File: src/design/modem_baud_defines.svh
/*
  Register offsets, field positions, reset values and timing counts for the
  modem status and baud generator block.
  Assumes inclusion by bare name from design files.
*/
`ifndef MODEM_BAUD_DEFINES_SVH
`define MODEM_BAUD_DEFINES_SVH

// ----------------------------------------
// Register byte addresses
// ----------------------------------------
`define ADDR_MODEM_STATUS 4'h0
`define ADDR_HANDSHAKE_CTRL 4'h4
`define ADDR_DIV_LOW 4'h8
`define ADDR_DIV_HIGH 4'hC

// ----------------------------------------
// Handshake control field positions
// ----------------------------------------
`define HC_DTR_BIT 0
`define HC_RTS_BIT 1
`define HC_USER_A_BIT 2
`define HC_USER_B_BIT 3
`define HC_LOOP_BIT 4
`define HC_AUTO_FLOW_BIT 5

// ----------------------------------------
// Reset values
// ----------------------------------------
`define HC_RESET 8'h00
`define DIV_RESET 16'h0001
`define DIVIDE_16X 16

`endif

File: src/design/modem_baud_pkg.sv
/*
  Types shared by the modem status and baud generator modules.
  Assumes nothing beyond a SystemVerilog compiler.
*/
package modem_baud_pkg;
  typedef logic [15:0] divisor_t;
  typedef logic [7:0] byte_t;
endpackage

File: src/design/baud_link_if.sv
/*
  Carrier between register logic and the baud divider.
  Assumes both ends share core_clk.
*/
interface baud_link_if;
  import modem_baud_pkg::*;
  divisor_t divisor;
  logic reload;
  logic tick16;
  modport ctrl (output divisor, output reload, input tick16);
  modport gen (input divisor, input reload, output tick16);
endinterface

File: src/design/baud_divider.sv
/*
  Divides core_clk by a 16-bit divisor into a one-cycle enable at sixteen
  times the bit rate, with a 16-bit down-counter reloaded on demand.
  Assumes the divisor is never zero; zero is served as one.
*/
`include "modem_baud_defines.svh"
module baud_divider
  import modem_baud_pkg::*;
#(
  parameter int DIV_WIDTH = 16
) (
  // Clock and reset
  input wire logic core_clk,
  input wire logic reset,
  // Link to register logic
  baud_link_if.gen link
);
  initial begin
    if (DIV_WIDTH != 16) $error("baud_divider serves only a 16-bit divisor");
  end

  divisor_t count_reg, count_next;
  logic tick_reg, tick_next;

  always_comb begin
    count_next = count_reg - 16'h0001;
    tick_next = 1'b0;
    if (link.reload) begin
      count_next = link.divisor;
    end else if (count_reg <= 16'h0001) begin
      count_next = link.divisor;
      tick_next = 1'b1;
    end
  end

  always_ff @(posedge core_clk) begin
    if (reset) begin
      count_reg <= `DIV_RESET;
      tick_reg <= 1'b0;
    end else begin
      count_reg <= count_next;
      tick_reg <= tick_next;
    end
  end

  assign link.tick16 = tick_reg;
endmodule

File: src/design/modem_status_baud.sv
/*
  Modem status reporting, handshake control and baud generator for one
  serial channel, with an Avalon-MM register slave.
  Assumes handshake inputs are active-low pins synchronous to core_clk and
  that the host programs both divisor bytes before using the baud enable.
*/
// The placing of the registers and the Avalon-MM interface to the registers are this design's own decisions.
`include "modem_baud_defines.svh"

// What this block does
// - Reading modem status clears all four change flags.
// - Clear-to-send change sets bit 0, suppressed while auto flow is on.
// - Data-set-ready change sets bit 1.
// - Ring input rising low to high sets bit 2.
// - Carrier-detect change sets bit 3.
// - Bits 4 to 7 return inverted CTS, DSR, RI, DCD inputs.
// - Loopback: bits 4-7 equal control bits 1, 0, 2, 3.
// - Baud generator divides clock by divisor 1 to 65535, giving 16x rate.
// - Divisor is 16 bits in two separately writable byte registers.
// - Writing either divisor byte reloads the baud down-counter.
// - Loopback routes control outputs inward and forces output pins high.
// - Control bit 5 enables auto flow; bit 1 adds auto request-to-send.
module modem_status_baud
  import modem_baud_pkg::*;
(
  // Clock and reset
  input wire logic core_clk,
  input wire logic reset,
  // Avalon-MM slave
  input wire logic [3:0] avs_address,
  input wire logic avs_read,
  input wire logic avs_write,
  input wire logic [31:0] avs_writedata,
  input wire logic [3:0] avs_byteenable,
  output logic [31:0] avs_readdata,
  output logic avs_waitrequest,
  // Modem handshake inputs, active low
  input wire logic cts_n,
  input wire logic dsr_n,
  input wire logic ri_n,
  input wire logic dcd_n,
  // Modem handshake outputs, active low
  output logic dtr_n,
  output logic rts_n,
  output logic user_output_a_n,
  output logic user_output_b_n,
  // Flow control and baud enable
  output logic auto_cts_enable,
  output logic auto_rts_enable,
  output logic baud_tick16
);
  baud_link_if link ();

  baud_divider #(
    .DIV_WIDTH(16)
  ) u_div (
    .core_clk(core_clk),
    .reset(reset),
    .link(link)
  );

  // ----------------------------------------
  // Bus slave state
  // ----------------------------------------
  byte_t hc_reg, hc_next;
  byte_t div_lo_reg, div_lo_next;
  byte_t div_hi_reg, div_hi_next;
  logic [31:0] rdata_reg, rdata_next;
  logic wait_reg, wait_next;
  logic reload_reg, reload_next;
  logic access;
  logic status_read;

  // Waitrequest is low for one cycle per access: one-cycle answer
  assign access = (avs_read | avs_write) & wait_reg;
  assign status_read = access & avs_read & (avs_address == `ADDR_MODEM_STATUS);

  // ----------------------------------------
  // Modem status state
  // ----------------------------------------
  logic [3:0] line_reg, line_next;
  logic [3:0] delta_reg, delta_next;
  logic [3:0] live;
  logic loop_on;
  logic auto_flow;
  byte_t modem_line_status;

  assign loop_on = hc_reg[`HC_LOOP_BIT];
  assign auto_flow = hc_reg[`HC_AUTO_FLOW_BIT];

  // Active-high view of CTS, DSR, RI, DCD
  always_comb begin
    if (loop_on) begin
      live = {hc_reg[`HC_USER_B_BIT], hc_reg[`HC_USER_A_BIT],
              hc_reg[`HC_DTR_BIT], hc_reg[`HC_RTS_BIT]};
    end else begin
      live = {~dcd_n, ~ri_n, ~dsr_n, ~cts_n};
    end
  end

  always_comb begin
    line_next = live;
    delta_next = delta_reg;
    if (status_read) begin
      delta_next = 4'h0;
    end
    // Sets placed after the clear so they win
    if ((live[0] != line_reg[0]) && !auto_flow) begin
      delta_next[0] = 1'b1;
    end
    if (live[1] != line_reg[1]) begin
      delta_next[1] = 1'b1;
    end
    // Ring pin going low to high means the active view falls
    if (line_reg[2] && !live[2]) begin
      delta_next[2] = 1'b1;
    end
    if (live[3] != line_reg[3]) begin
      delta_next[3] = 1'b1;
    end
    if (auto_flow) begin
      delta_next[0] = 1'b0;
    end
  end

  assign modem_line_status = {line_reg, delta_reg};

  always_ff @(posedge core_clk) begin
    if (reset) begin
      line_reg <= 4'h0;
      delta_reg <= 4'h0;
    end else begin
      line_reg <= line_next;
      delta_reg <= delta_next;
    end
  end

  // ----------------------------------------
  // Register access
  // ----------------------------------------
  always_comb begin
    hc_next = hc_reg;
    div_lo_next = div_lo_reg;
    div_hi_next = div_hi_reg;
    rdata_next = rdata_reg;
    reload_next = 1'b0;
    wait_next = 1'b1;
    if (access) begin
      wait_next = 1'b0;
    end
    if (access && avs_write && avs_byteenable[0]) begin
      unique case (avs_address)
        `ADDR_HANDSHAKE_CTRL: begin
          hc_next = {2'b00, avs_writedata[5:0]};
        end
        `ADDR_DIV_LOW: begin
          div_lo_next = avs_writedata[7:0];
          reload_next = 1'b1;
        end
        `ADDR_DIV_HIGH: begin
          div_hi_next = avs_writedata[7:0];
          reload_next = 1'b1;
        end
        default: begin
          hc_next = hc_reg;
        end
      endcase
    end
    if (access && avs_read) begin
      unique case (avs_address)
        `ADDR_MODEM_STATUS: rdata_next = {24'h000000, modem_line_status};
        `ADDR_HANDSHAKE_CTRL: rdata_next = {24'h000000, hc_reg};
        `ADDR_DIV_LOW: rdata_next = {24'h000000, div_lo_reg};
        `ADDR_DIV_HIGH: rdata_next = {24'h000000, div_hi_reg};
        default: rdata_next = 32'h00000000;
      endcase
    end
  end

  always_ff @(posedge core_clk) begin
    if (reset) begin
      hc_reg <= `HC_RESET;
      div_lo_reg <= byte_t'(`DIV_RESET);
      div_hi_reg <= 8'h00;
      rdata_reg <= 32'h00000000;
      wait_reg <= 1'b1;
      reload_reg <= 1'b0;
    end else begin
      hc_reg <= hc_next;
      div_lo_reg <= div_lo_next;
      div_hi_reg <= div_hi_next;
      rdata_reg <= rdata_next;
      wait_reg <= wait_next;
      reload_reg <= reload_next;
    end
  end

  // Readdata registered the same edge waitrequest drops, held until the next read
  always_comb begin
    avs_readdata = rdata_reg;
    avs_waitrequest = wait_reg;
  end

  // Zero divisor served as one
  assign link.divisor = ({div_hi_reg, div_lo_reg} == 16'h0000) ? 16'h0001
                        : {div_hi_reg, div_lo_reg};
  assign link.reload = reload_reg;

  // ----------------------------------------
  // Pin outputs
  // ----------------------------------------
  logic [6:0] pins_reg, pins_next;

  always_comb begin
    if (loop_on) begin
      pins_next[3:0] = 4'hF;
    end else begin
      pins_next[3:0] = ~hc_reg[3:0];
    end
    pins_next[4] = auto_flow;
    pins_next[5] = auto_flow & hc_reg[`HC_RTS_BIT];
    pins_next[6] = link.tick16;
  end

  always_ff @(posedge core_clk) begin
    if (reset) begin
      pins_reg <= 7'h0F;
    end else begin
      pins_reg <= pins_next;
    end
  end

  always_comb begin
    dtr_n = pins_reg[0];
    rts_n = pins_reg[1];
    user_output_a_n = pins_reg[2];
    user_output_b_n = pins_reg[3];
    auto_cts_enable = pins_reg[4];
    auto_rts_enable = pins_reg[5];
    baud_tick16 = pins_reg[6];
  end
endmodule

File: config.mk
export PLATFORM = sky130hd
export DESIGN_NAME = modem_status_baud
export DESIGN_NICKNAME = d
export VERILOG_FILES = /design/src/design/modem_baud_pkg.sv /design/src/design/baud_link_if.sv /design/src/design/baud_divider.sv /design/src/design/modem_status_baud.sv
export VERILOG_INCLUDE_DIRS = /design/src /design/src/design
export SDC_FILE = /design/constraint.sdc
export NUM_CORES = 1
export LEC_CHECK = 0
export BUFFER_PORTS_ARGS = -buffer_cell sky130_fd_sc_hd__buf_4
export CAP_MARGIN = 15
export CORE_ASPECT_RATIO = 0.9
export CORE_MARGIN = 2
export CORE_UTILIZATION = 40
export CTS_CLUSTER_DIAMETER = 60
export DETAILED_ROUTE_END_ITERATION = 8
export MAX_ROUTING_LAYER = met4
export PLACE_DENSITY_LB_ADDON = 0.08
export SYNTH_ARGS = -nofsm -noshare
export SYNTH_HDL_FRONTEND = slang
export SYNTH_SLANG_ARGS = --single-unit
File: constraint.sdc
create_clock -name core_clk -period 4.2 [get_ports core_clk]
set_input_delay 0.42 -clock core_clk [delete_from_list [all_inputs] [get_ports core_clk]]
set_output_delay 0.42 -clock core_clk [all_outputs]
set_load 0.05 [all_outputs]
==> flow_metrics.py <==
metrics = {
    "drt": {
        "vias_per_cell": 4.88,
        "drt_iter0_drc": 87,
        "antenna_left": 0,
        "first_pass_iters": 4,
        "routedWlPerCell_um": 14.8,
        "vias": 2106,
        "drc": 0,
        "wl_mm": 6.38,
    },
    "flow_run": {
        "drv_cap": 0,
    },
    "floorplanning": {
        "ios": 88,
        "die-height_um": 84.5,
        "core_sq_um": 7000,
        "dieArea_sq_um": 7900,
        "die_w_um": 93.5,
        "start_util_pct": 41.2,
        "fp-row-count": 29,
    },
    "sta": {
        "final.setup.tns_ns": 0,
        "post-route-period-util_pct": 54.6,
        "skew_ns": 0.00855,
        "finalCriticalPeriod_ns": 2.29,
        "slew_violations": 0,
        "setup_viol": 0,
        "fmax_ghz": 0.436,
        "slew_headroom_pct": 48.6,
        "rsz0062_at_grt": "false",
        "tightestPinTransition_ns": 0.769,
        "hold_violations": 0,
    },
    "setup_path": {
        "worstPathRequired_ns": 4.45,
        "critPathKind": "reg2reg",
        "r2r-start": "u_div.count_reg[0]",
        "slowest_delay_ns": 0.66,
        "rrSetupSlack_ns": 1.91,
        "start_kind": "register",
        "crit_fanout": 5,
        "path_cells": "inv_1 > ha_1 > nor3b_1 > nand3_1 > or3_1 > xor2_1 > a211oi_1",
        "crit_slowest_cell": "nor3b_1",
        "cp-startpoint": "u_div.count_reg[0]",
        "crit_arrival_ns": 2.55,
        "end_kind": "register",
    },
    "synth": {
        "ys_ff_latch": 64,
        "yosys_warnings": 0,
        "synthesis.area_sq_um": 2880,
        "yosysSeqAreaShare_pct": 44.4,
        "syn_avg_cell_area_sq_um": 9.58,
        "syn_inst": 301,
        "synth.distinct_cells": 41,
    },
    "hold_path": {
        "hold_start": "avs_read",
        "hold_path.class": "in2reg",
    },
    "grt": {
        "grt_max_degree": 59,
        "grt.total_usage_pct": 17.7,
        "grt_pass1_wl_mm": 10.3,
        "grt_pass1_vias": 1990,
        "gr-total-overflow": 0,
        "antenna_found_initial": 0,
    },
    "cells_and_area": {
        "largest_reg_flops": 16,
        "layout_commonest_cell": "dfxtp_1",
        "final_layout_size_suffix_gt1_share_pct": 19.8,
        "antenna_cells": 0,
        "layout.nets": 384,
        "nFillCells": 722,
        "area_growth_pct": 16.5,
        "mostFrequentLayoutCells": "64 x dfxtp_1, 59 x nor2_1, 38 x buf_4",
    },
    "cts": {
        "hold_buffers": 0,
        "root_buffer": "clkbuf_8",
        "clk_latency_ns": 0.34,
        "htreeDepth": 3,
        "numCtsBuffers": 9,
        "cts.sinks": 64,
        "clockBufferDepth": 2,
        "postCtsResizedCells": 0,
        "cts_tree": "done",
        "postCtsSetupBuffers": 0,
        "path_clk_slew_ns": 0.07,
    },
    "pwr": {
        "p_total_mw": 1.99,
        "power_leakage_nw": 1.51,
        "powerDensity_nw_per_um2": 591,
        "worst_ir_drop_vdd_mv": 0.424,
    },
    "run_status": {
        "status": "completed",
    },
    "placed_design": {
        "hpwlAfterDp_mm": 4.50,
        "place_congestion": 0.746,
        "port_buffers": 36,
    },
}
-- cell type report --
cell class,instances,area [sq um],share of cell area (%)
inverter,8,30.0,0.894
clock buffer,10,138,4.10
timing repair buffer,38,285,8.49
tap,93,116,3.46
multi-input combinational,213,1420,42.2
clock inverter,6,91.3,2.72
sequential,64,1280,38.1
-- where the power goes --
part / switching (mW) / total [mW] / internal [mW]
Combinational: 0.358 / 0.614 / 0.256
Sequential: 0.0803 / 0.773 / 0.693
Clock: 0.248 / 0.600 / 0.352
-- logic make-up (layout without fill, tap and decap cells) --
family,count (synthesis),count (layout),share of synthesized area [%]
mux,34,34,14.4
simple gates,102,102,17.0
buf+inv,47,62,9.51
flops,64,64,44.4
compound gates,35,35,8.77
xor+xnor,16,16,4.86
other cells,1,24,0.130
fa+ha+maj,2,2,0.868
-- worst paths after layout --
kind | endpoint | cells after the start
worst max-delay path | u_div.count_reg[12] | 7
worst min-delay path | avs_waitrequest | 2
worst max register to register | u_div.count_reg[12] | 7
worst min register to register | pins_reg[2] | 1
-- synthesized netlist by cell type (all sizes together) --
cell type / n / area (sq um)
a211oi: 14 / 110
a21oi: 4 / 20.0
a22oi: 9 / 67.6
a311oi: 2 / 17.5
and2: 3 / 18.8
and3: 1 / 6.26
buf: 29 / 206
clkbuf: 10 / 37.5
conb: 1 / 3.75
dfxtp: 64 / 1280
ha: 2 / 25.0
inv: 8 / 30.0
mux2i: 28 / 280
mux4: 6 / 135
nand2: 10 / 37.5
nand2b: 1 / 6.26
nand3: 5 / 25.0
nand4: 2 / 12.5
nor2: 59 / 221
nor2b: 2 / 12.5
nor3: 3 / 15.0
nor3b: 3 / 38.8
nor4: 8 / 56.3
nor4b: 1 / 8.76
o211ai: 1 / 7.51
o21a: 1 / 7.51
o21ai: 3 / 15.0
o31ai: 1 / 7.51
or2: 1 / 6.26
or3: 1 / 6.26
or4: 2 / 18.8
xnor2: 10 / 87.6
xor2: 6 / 52.6
-- layer usage --
layer | part of all wire (%) | wire length [um] | up-vias | track usage [%]
met2 | 41 | 2640 | 62 | 23.5
met4 | 1.0 | 67 | 0 | 4.81
met5 | 0 | 0 | - | -
met3 | 5.7 | 362 | 5 | 6.01
li1 | - | - | 1057 | -
met1 | 52 | 3320 | 982 | 25.5
-- stage by stage --
step / cell area, sq um / setup slack (ns) / util (%) / std cells / hold WS [ns]
floorplan: 2970 / 2.16 / - / 324 / 0.380
global placement: 3130 / 1.96 / 44.7 / 416 / 0.416
detailed placement: 3130 / 1.95 / 44.7 / 416 / 0.418
CTS: 3360 / 1.91 / 48.0 / 432 / 0.267
global route: 3360 / 1.71 / 48.0 / 432 / 0.268
finish: 3360 / 1.91 / 48.0 / 432 / 0.280
-- critical path, delay by kind of cell (launching register included) --
| family | cells | cell delay, ns |
|---|---|---|
| fa+ha+maj | 1 | 0.21 |
| flops | 1 | 0.35 |
| simple gates | 3 | 1.22 |
| buf+inv | 1 | 0.07 |
| compound gates | 1 | 0.21 |
| xor+xnor | 1 | 0.15 |
No activity file was read; power rests on OpenSTA's default activity.
